`src/include/flash_poll_pkg.sv`:
```
/*
  constants for the flash status polling controller.
  assumes a 50 MHz system clock and an 8-bit parallel flash data bus.
*/
// Contract
// - programming non-blank cell locks device; host must send reset sequence.
// - host checks window bit before and after each extra sector erase.
// - host reads status twice, compares toggle bits; equal means done.
// - toggling with timeout high: recheck; still toggling means fail, reset.
// - host returning from other work restarts check from first read.
package flash_poll_pkg;
  // ==========================================================
  // register map of the controller (word index on local port)
  localparam logic [3:0] reg_ctrl = 4'h0;
  localparam logic [3:0] reg_status = 4'h1;
  localparam logic [3:0] reg_addr = 4'h2;
  localparam logic [3:0] reg_data = 4'h3;
  // ctrl fields
  localparam int ctrl_start_bit = 0;
  localparam int ctrl_erase_bit = 1;
  localparam int ctrl_window_bit = 2;
  // status fields
  localparam int st_busy_bit = 0;
  localparam int st_done_bit = 1;
  localparam int st_fail_bit = 2;
  localparam int st_window_bit = 3;
  localparam int st_ready_bit = 4;
  localparam int st_rejected_bit = 5;
  // flash status bit positions
  localparam int polling_status_bit = 7;
  localparam int primary_toggle_bit = 6;
  localparam int timeout_fail_bit = 5;
  localparam int erase_window_bit = 3;
  localparam int second_toggle_bit = 2;
  // ==========================================================
  // bus timing
  localparam int clk_period_ns = 20;
  localparam int read_time_ns = 100;
  localparam int read_cycles =
    (read_time_ns + clk_period_ns - 1) / clk_period_ns;
  localparam int gap_time_ns = 40;
  localparam int gap_cycles = (gap_time_ns + clk_period_ns - 1) / clk_period_ns;
  localparam logic [7:0] flash_reset_cmd = 8'hf0;
  localparam logic [31:0] zero_word = 32'h0000_0000;
endpackage

```
`src/rtl/flash_status_poller.sv`:
```
/*
  host-side polling controller for a parallel flash in program or erase.
  software starts a check over a small local register port; the
  controller then runs the toggle-bit procedure on the flash pins.
  assumes the ready/busy pin is pulled up externally.
*/
`timescale 1ns/1ns
module flash_status_poller
  import flash_poll_pkg::*;
(
  input wire logic clk_sys,
  input wire logic rst,
  input wire logic [3:0] reg_addr_in,
  input wire logic [31:0] reg_wdata,
  input wire logic reg_wr,
  input wire logic reg_rd,
  output logic [31:0] reg_rdata,
  output logic [19:0] flash_addr,
  output logic flash_ce_n,
  output logic flash_oe_n,
  output logic flash_we_n,
  input wire logic [7:0] flash_dq_in,
  output logic [7:0] flash_dq_out,
  output logic flash_dq_oe,
  input wire logic ready_busy_out
);
  typedef enum logic [6:0] {
    st_idle = 7'b0000001,
    st_rd1 = 7'b0000010,
    st_rd2 = 7'b0000100,
    st_rd3 = 7'b0001000,
    st_rst = 7'b0010000,
    st_win = 7'b0100000,
    st_fin = 7'b1000000
  } poll_state_e;

  poll_state_e state_r;
  poll_state_e state_nxt;
  logic [19:0] addr_r;
  logic [7:0] first_r;
  logic [7:0] second_r;
  logic busy_r;
  logic done_r;
  logic fail_r;
  logic window_r;
  logic rejected_r;
  logic window_chk_r;
  logic [7:0] last_r;
  logic rb_s1_r;
  logic rb_s2_r;
  logic cyc_start;
  logic cyc_go;
  logic pend_r;
  logic cyc_write;
  logic cyc_done;
  logic [7:0] cyc_rdata;
  logic go;

  assign go = reg_wr && (reg_addr_in == reg_ctrl) && reg_wdata[ctrl_start_bit];

  // ==========================================================
  // one bus cycle per state visit; the request stays high while the
  // state waits, so without this a second cycle would start on done
  assign cyc_go = cyc_start && !pend_r;

  always_ff @(posedge clk_sys or posedge rst) begin
    if (rst) begin
      pend_r <= 1'b0;
    end else if (cyc_done) begin
      pend_r <= 1'b0;
    end else if (cyc_go) begin
      pend_r <= 1'b1;
    end
  end

  // ==========================================================
  // ready/busy pin synchroniser
  always_ff @(posedge clk_sys or posedge rst) begin
    if (rst) begin
      rb_s1_r <= 1'b0;
      rb_s2_r <= 1'b0;
    end else begin
      rb_s1_r <= ready_busy_out;
      rb_s2_r <= rb_s1_r;
    end
  end

  // ==========================================================
  // bus cycle engine
  flash_bus_cycle u_cycle (
    .clk_sys(clk_sys),
    .rst(rst),
    .start(cyc_go),
    .write(cyc_write),
    .addr(addr_r),
    .wdata(flash_reset_cmd),
    .done(cyc_done),
    .rdata(cyc_rdata),
    .flash_addr(flash_addr),
    .flash_ce_n(flash_ce_n),
    .flash_oe_n(flash_oe_n),
    .flash_we_n(flash_we_n),
    .flash_dq_in(flash_dq_in),
    .flash_dq_out(flash_dq_out),
    .flash_dq_oe(flash_dq_oe)
  );

  // ==========================================================
  // polling sequence state
  always_comb begin
    state_nxt = state_r;
    cyc_start = 1'b0;
    cyc_write = 1'b0;
    case (state_r)
      st_idle: begin
        if (go) begin
          state_nxt = st_rd1;
        end
      end
      st_rd1: begin
        cyc_start = 1'b1;
        if (cyc_done) begin
          state_nxt = st_rd2;
        end
      end
      st_rd2: begin
        cyc_start = 1'b1;
        if (cyc_done) begin
          if (cyc_rdata[primary_toggle_bit] == first_r[primary_toggle_bit]) begin
            state_nxt = window_chk_r ? st_win : st_fin;
          end else if (cyc_rdata[timeout_fail_bit]) begin
            state_nxt = st_rd3;
          end else begin
            state_nxt = st_rd1;
          end
        end
      end
      st_rd3: begin
        cyc_start = 1'b1;
        if (cyc_done) begin
          if (cyc_rdata[primary_toggle_bit] == second_r[primary_toggle_bit]) begin
            state_nxt = st_fin;
          end else begin
            state_nxt = st_rst;
          end
        end
      end
      st_rst: begin
        cyc_start = 1'b1;
        cyc_write = 1'b1;
        if (cyc_done) begin
          state_nxt = st_fin;
        end
      end
      st_win: begin
        cyc_start = 1'b1;
        if (cyc_done) begin
          state_nxt = st_fin;
        end
      end
      st_fin: state_nxt = st_idle;
      default: state_nxt = st_idle;
    endcase
  end

  always_ff @(posedge clk_sys or posedge rst) begin
    if (rst) begin
      state_r <= st_idle;
    end else begin
      state_r <= state_nxt;
    end
  end

  // ==========================================================
  // captured reads and address
  always_ff @(posedge clk_sys or posedge rst) begin
    if (rst) begin
      first_r <= 8'h00;
      second_r <= 8'h00;
      last_r <= 8'h00;
      addr_r <= 20'h00000;
      window_chk_r <= 1'b0;
    end else begin
      if (reg_wr && reg_addr_in == reg_addr) begin
        addr_r <= reg_wdata[19:0];
      end
      // a start while busy is ignored, its options too
      if (go && state_r == st_idle) begin
        window_chk_r <= reg_wdata[ctrl_window_bit];
      end
      if (cyc_done && !cyc_write) begin
        last_r <= cyc_rdata;
        if (state_r == st_rd1) begin
          first_r <= cyc_rdata;
        end
        if (state_r == st_rd2) begin
          second_r <= cyc_rdata;
        end
      end
    end
  end

  // ==========================================================
  // result flags; a new start clears done, fail and rejected, sets busy and loads window
  always_ff @(posedge clk_sys or posedge rst) begin
    if (rst) begin
      busy_r <= 1'b0;
      done_r <= 1'b0;
      fail_r <= 1'b0;
      window_r <= 1'b0;
      rejected_r <= 1'b0;
    end else begin
      if (go && state_r == st_idle) begin
        busy_r <= 1'b1;
        done_r <= 1'b0;
        fail_r <= 1'b0;
        rejected_r <= 1'b0;
        // window state before the extra command
        window_r <= last_r[erase_window_bit];
      end
      if (state_r == st_rst && cyc_done) begin
        fail_r <= 1'b1;
      end
      if (state_r == st_win && cyc_done) begin
        // high on second check means maybe rejected
        rejected_r <= cyc_rdata[erase_window_bit];
        window_r <= cyc_rdata[erase_window_bit];
      end
      if (state_r == st_fin) begin
        busy_r <= 1'b0;
        done_r <= 1'b1;
      end
    end
  end

  // ==========================================================
  // register read port, data one cycle after strobe
  always_ff @(posedge clk_sys or posedge rst) begin
    if (rst) begin
      reg_rdata <= zero_word;
    end else begin
      reg_rdata <= zero_word;
      if (reg_rd) begin
        case (reg_addr_in)
          reg_status: begin
            reg_rdata[st_busy_bit] <= busy_r;
            reg_rdata[st_done_bit] <= done_r;
            reg_rdata[st_fail_bit] <= fail_r;
            reg_rdata[st_window_bit] <= window_r;
            reg_rdata[st_ready_bit] <= rb_s2_r;
            reg_rdata[st_rejected_bit] <= rejected_r;
          end
          reg_addr: reg_rdata[19:0] <= addr_r;
          reg_data: reg_rdata[7:0] <= last_r;
          default: reg_rdata <= zero_word;
        endcase
      end
    end
  end
endmodule

```
`src/rtl/flash_bus_cycle.sv`:
```
/*
  one flash bus cycle: read or write with chip select and strobes.
  assumes the flash data pins are sampled through a two-stage synchroniser.
*/
`timescale 1ns/1ns
module flash_bus_cycle
  import flash_poll_pkg::*;
(
  input wire logic clk_sys,
  input wire logic rst,
  input wire logic start,
  input wire logic write,
  input wire logic [19:0] addr,
  input wire logic [7:0] wdata,
  output logic done,
  output logic [7:0] rdata,
  output logic [19:0] flash_addr,
  output logic flash_ce_n,
  output logic flash_oe_n,
  output logic flash_we_n,
  input wire logic [7:0] flash_dq_in,
  output logic [7:0] flash_dq_out,
  output logic flash_dq_oe
);
  logic [7:0] cnt_r;
  logic act_r;
  logic wr_r;
  logic [7:0] dq_s1_r;
  logic [7:0] dq_s2_r;

  // ==========================================================
  // data pin synchroniser
  always_ff @(posedge clk_sys or posedge rst) begin
    if (rst) begin
      dq_s1_r <= 8'h00;
      dq_s2_r <= 8'h00;
    end else begin
      dq_s1_r <= flash_dq_in;
      dq_s2_r <= dq_s1_r;
    end
  end

  // ==========================================================
  // strobe sequencer; extra gap covers the synchroniser delay
  // every read toggles oe so the device advances its toggle bits
  always_ff @(posedge clk_sys or posedge rst) begin
    if (rst) begin
      act_r <= 1'b0;
      wr_r <= 1'b0;
      cnt_r <= 8'h00;
      done <= 1'b0;
      rdata <= 8'h00;
      flash_addr <= 20'h00000;
      flash_ce_n <= 1'b1;
      flash_oe_n <= 1'b1;
      flash_we_n <= 1'b1;
      flash_dq_out <= 8'h00;
      flash_dq_oe <= 1'b0;
    end else begin
      done <= 1'b0;
      if (!act_r && start) begin
        act_r <= 1'b1;
        wr_r <= write;
        cnt_r <= 8'h00;
        flash_addr <= addr;
        flash_dq_out <= wdata;
        flash_dq_oe <= write;
        flash_ce_n <= 1'b0;
        flash_oe_n <= write;
        flash_we_n <= !write;
      end else if (act_r) begin
        cnt_r <= cnt_r + 8'h01;
        if (cnt_r == 8'(read_cycles - 1)) begin
          flash_ce_n <= 1'b1;
          flash_oe_n <= 1'b1;
          flash_we_n <= 1'b1;
        end
        // the sample from the last edge with the strobe low leaves the
        // synchroniser here; later the released bus no longer holds it
        if (!wr_r && cnt_r == 8'(read_cycles + 1)) begin
          rdata <= dq_s2_r;
        end
        if (cnt_r == 8'(read_cycles + gap_cycles)) begin
          act_r <= 1'b0;
          done <= 1'b1;
          flash_dq_oe <= 1'b0;
        end
      end
    end
  end
endmodule

```
`config.mk`:
```
export PLATFORM = sky130hd
export DESIGN_NAME = flash_status_poller
export DESIGN_NICKNAME = d
export VERILOG_FILES = /design/src/include/flash_poll_pkg.sv /design/src/rtl/flash_status_poller.sv /design/src/rtl/flash_bus_cycle.sv
export SDC_FILE = /design/constraint.sdc
export NUM_CORES = 1
export LEC_CHECK = 0
export BUFFER_PORTS_ARGS = -buffer_cell sky130_fd_sc_hd__buf_2
export CORE_MARGIN = 8
export CORE_UTILIZATION = 56
export DETAILED_ROUTE_END_ITERATION = 6
export GPL_TIMING_DRIVEN = 0
export PLACE_DENSITY = 0.9
export SLEW_MARGIN = 0
export SYNTH_ARGS = -nofsm -noshare
export SYNTH_HDL_FRONTEND = slang
export SYNTH_SLANG_ARGS = --single-unit
export TNS_END_PERCENT = 10
```
`constraint.sdc`:
```
create_clock -name clk_sys -period 12.76 [get_ports clk_sys]
set_input_delay 2.552 -clock clk_sys [delete_from_list [all_inputs] [get_ports clk_sys]]
set_output_delay 2.552 -clock clk_sys [all_outputs]
set_load 0.1 [all_outputs]
```
### After elaboration in Yosys (flattened, before gate mapping)

Cells that the tools add are included.
Widths: inputs -> output; s select.

* flip-flop bits (word level): 150
* logic and storage cells: 122
* input bits: 49

* multiplexer cells: 42
* equality and inequality tests: 20
* $add $sub $neg: 1
* reductions and logical operators: 30
* bitwise operators: 1

Operator list (number)
* $mux 7: 8
* $pmux 7 s5: 1
* $mux 1: 26
* $eq 8x3->1 const B: 3
* $mux 20: 1
* $pmux 6 s3: 1
* $mux 8: 2
* $reduce_bool 2->1: 7
* $mux 12: 1
* $logic_and 1x1->1: 10
* $add 8x1->8 const B: 1
* $eq 4x2->1 const B: 2
* $ne 2x1->1 const B: 4
* $reduce_and 2->1: 4
* $eq 7x1->1 const B: 1
* $eq 7x2->1 const B: 1
* $eq 7x3->1 const B: 1
* $eq 7x4->1 const B: 1
* $eq 7x5->1 const B: 1
* $eq 7x6->1 const B: 1
* $eq 7x7->1 const B: 1
* $reduce_and 5->1: 1
* $reduce_or 5->1: 1
* $eq 4x1->1 const B: 1
* other kinds (9): 13

### Longest topological paths before layout

* depth after elaboration: 7
* gate-level depth with buffers: 7
* gate-level depth less buffers: 5

### By module

A second synthesis with hierarchy kept.

* cells, all modules: 453
* area total of the unflattened synthesis: 5365.1 um2

Modules (own cells, without submodules)
* flash_status_poller: area each 2910.3 um2, times used 1, cells each 236
* flash_bus_cycle: area each 2454.9 um2, times used 1, cells each 217

### Worst setup path before layout

OpenSTA, ideal clock, no wires.

* path type: register -> output
* from: reg, netlist name u_cycle.flash_dq_out[4]
* to: out flash_dq_out[5]
* stages on the path, launching flop included: 2
* path slack: 8.841 ns
* arrival time: 1.367 ns
* cells stage by stage: dfrtp_1 > buf_4

RTL lines
* end, declared: line flash_status_poller.sv:23 `output logic [7:0] flash_dq_out,`

No word-level cell between the ends.

### Final worst setup path

* from: reg u_cycle.flash_oe_n
* to: out flash_oe_n

RTL lines
* start, declared: line flash_bus_cycle.sv:19 `output logic flash_oe_n,`
* start signal, assigned: line flash_bus_cycle.sv:69 `flash_oe_n <= write;`
* end, declared: line flash_status_poller.sv:20 `output logic flash_oe_n,`

No word-level cell between the ends.

==> results_dict.tcl <==
set metrics [dict create \
    ys_seq_elements 126 \
    clk_latency_ps 510 \
    critPathMaxStageDelay_ps 550 \
    cts_hold_buffers 0 \
    grt_first_pass_wirelength_um 18100 \
    cts_sinks 126 \
    yosys-top-cells-count "dfrtp_1, mux2_2, nor2_1" \
    cp.arrival_ps 1490 \
    drv_slew 0 \
    cp.required_ps 10210 \
    maxCapViolCount 0 \
    dp_hpwl_um 7470 \
    die_area_sq_um 12400 \
    avgSynthCellArea_sq_um 13.6 \
    critPathLaunchType "flip-flop" \
    synth_top_cells_by_area "dfrtp_1, mux2_2, mux2_1" \
    worstSetupPathType "flip-flop to output port" \
    detail-route-antenna-nets 0 \
    rsz0062_at_grt "false" \
    synth_edf_count 0 \
    max-vdd-ir-drop_uv 159 \
    grt-ovfl-total 0 \
    async_flop_share 1.00 \
    final_nets 544 \
    fin_skew_ps 9.20 \
    num-fill-cells 565 \
    synth.most_common_cell "dfrtp_1" \
    std_cell_rows 34 \
    clk_pin_slew_worst_paths_ps 60 \
    hp-class "flip-flop to flip-flop" \
    p_leak_nw 3.35 \
    synth.distinct_cells 51 \
    cp_max_fo 2 \
    tns_ps 0 \
    avgRoutedWirePerCell_um 17.6 \
    cts-htree-levels 4 \
    status "finished clean" \
    grt_pass1_vias 3633 \
    synth_top_cell_area_share 0.602 \
    drt-initial-drc-count 182 \
    antenna_cells 0 \
    die_y_um 111 \
    antenna_found_initial 0 \
    vias 3287 \
    timing.fmax_mhz 247 \
    path_cells "buf_2" \
    yosysWarnings 0 \
    synth.largest_area_cell "dfrtp_1" \
    worst_slew_pin_slew_ps 626 \
    whs_ps 346 \
    viasPerCell 5.36 \
    gp_congestion 0.840 \
    start_util 0.579 \
    hold_violations 0 \
    stdcell_area_sq_um 6280 \
    power_density_nw_per_um2 226 \
    period_share 0.317 \
    grt_max_degree 75 \
    synth-main-ff-cell "dfrtp_1" \
    cts_setup_buffers 0 \
    crit_buf_inv 1 \
    cts_inserted_buffers 17 \
    ctsRootBufferMaster "clkbuf_8" \
    die_w_um 111 \
    drt_pass1_iterations 7 \
    portBuffers 84 \
    clk_path_buf_depth 2 \
    layout_setup_ws_ps 8720 \
    finalCriticalPeriod_ps 4040 \
    syn-cell-area_sq_um 5070 \
    wl_um 10800 \
    slew_headroom 0.583 \
    track_usage 0.182 \
    slowest_stage "dfstp_2" \
    cts_tree "built" \
    layout-drive-gt1-share 0.404 \
    dp_slack_ps 8580 \
    core_area_sq_um 8760 \
    drc_errors 0 \
    postSynthCellCount 373 \
    io_pins 113 \
    area_delta_synth_final_pct 23.8 \
    end_kind "output port" \
    setup_viol 0 \
    ys_seq_area_frac 0.623 \
    post_dp_cell_area_sq_um 5720 \
    cts-resized-gates 0 \
    reg2reg_slack_ps 10710 \
    crit_family "flip-flops" \
]
==> layout make-up <==
cell class              instances  area [sq um]  share of cell area
flip-flops and latches        126          3160               0.503
multi-input cells             223          1750               0.278
clock buffers                  23           477              0.0759
repair buffers                 85           448              0.0714
plain buffers                  32           199              0.0317
well taps                     108           135              0.0215
clock inverters                 9          83.8              0.0134
inverters                       7          31.3             0.00498
==> final timing paths <==
| kind | from | end | cells past startpoint |
|---|---|---|---|
| max reg2reg | state_r[0]$_DFFE_PP1P_ | u_cycle.flash_dq_oe$_DFFE_PP0P_ | 7 |
| min in group asynchronous | rst | u_cycle.flash_addr[6]$_DFFE_PP0N_ | 2 |
| min | u_cycle.dq_s1_r[5]$_DFF_PP0_ | u_cycle.dq_s2_r[5]$_DFF_PP0_ | 0 |
| max in group asynchronous | rst | u_cycle.flash_ce_n$_DFFE_PP1P_ | 3 |
| min reg2reg | u_cycle.dq_s1_r[5]$_DFF_PP0_ | u_cycle.dq_s2_r[5]$_DFF_PP0_ | 0 |
| max | u_cycle.flash_oe_n$_DFFE_PP1P_ | flash_oe_n | 1 |
==> logic make-up (layout without fill, tap and decap cells) <==
group / count (synthesis) / in the layout / synth area share
compound gates: 41 / 41 / 0.0567
mux: 72 / 72 / 0.167
simple gates: 86 / 86 / 0.0925
xor+xnor: 5 / 5 / 0.00863
buf+inv: 39 / 156 / 0.0444
other cells: 1 / 16 / 0.000739
fa+ha+maj: 3 / 3 / 0.00740
flops: 126 / 126 / 0.623
==> flip-flops by register name (all words and copies together) (netlist names), 7 cells and up <==
signal and count:
addr_r 20, last_r 8, reg_rdata 20, state_r 7, u_cycle.cnt_r 8, u_cycle.dq_s1_r 8, u_cycle.dq_s2_r 8, u_cycle.flash_addr 20
u_cycle.rdata 8
==> power by group <==
group	internal (mW)	switching [mW]
clock network	0.278	0.169
logic	0.112	0.330
registers	0.474	0.0525
total	0.865	0.552
==> cells in the final DEF, fill, tap and decap left out, types with 4 or more instances in the layout <==
cell type   count
dfrtp_1       122
buf_2          90
mux2_2         38
nor2_1         23
nand2_1        19
mux2_1         19
buf_4          19
conb_1         16
clkbuf_16      16
and2_1         13
o21ai_0        12
mux2_4         11
clkbuf_1        9
nand3_1         6
inv_1           6
a22oi_1         6
clkbuf_8        5
nor3_1          4
xor2_1          4
a21oi_1         4
mux2i_1         4
clkinvlp_4      4
dfstp_2         4
==> metal layers <==
metal	vias to the layer above	share of wire	global-route usage
li1	1512	-	-
met1	1639	0.41	0.202
met2	112	0.51	0.309
met3	24	0.059	0.0666
met4	0	0.017	0.0729
met5	-	0	0
==> per-stage QoR <==
| step | instances | utilization | total power, mW |
|---|---|---|---|
| final | 613 | 0.716 | 1.42 |
| after global routing | 613 | 0.716 | 1.47 |
| after CTS | 613 | 0.716 | 1.42 |
| after detailed placement | 581 | 0.652 | 0.972 |
| after global placement | 580 | 0.649 | 0.952 |
| after floorplan | 388 | - | 0.890 |
Power figures use the tool's default switching activity.
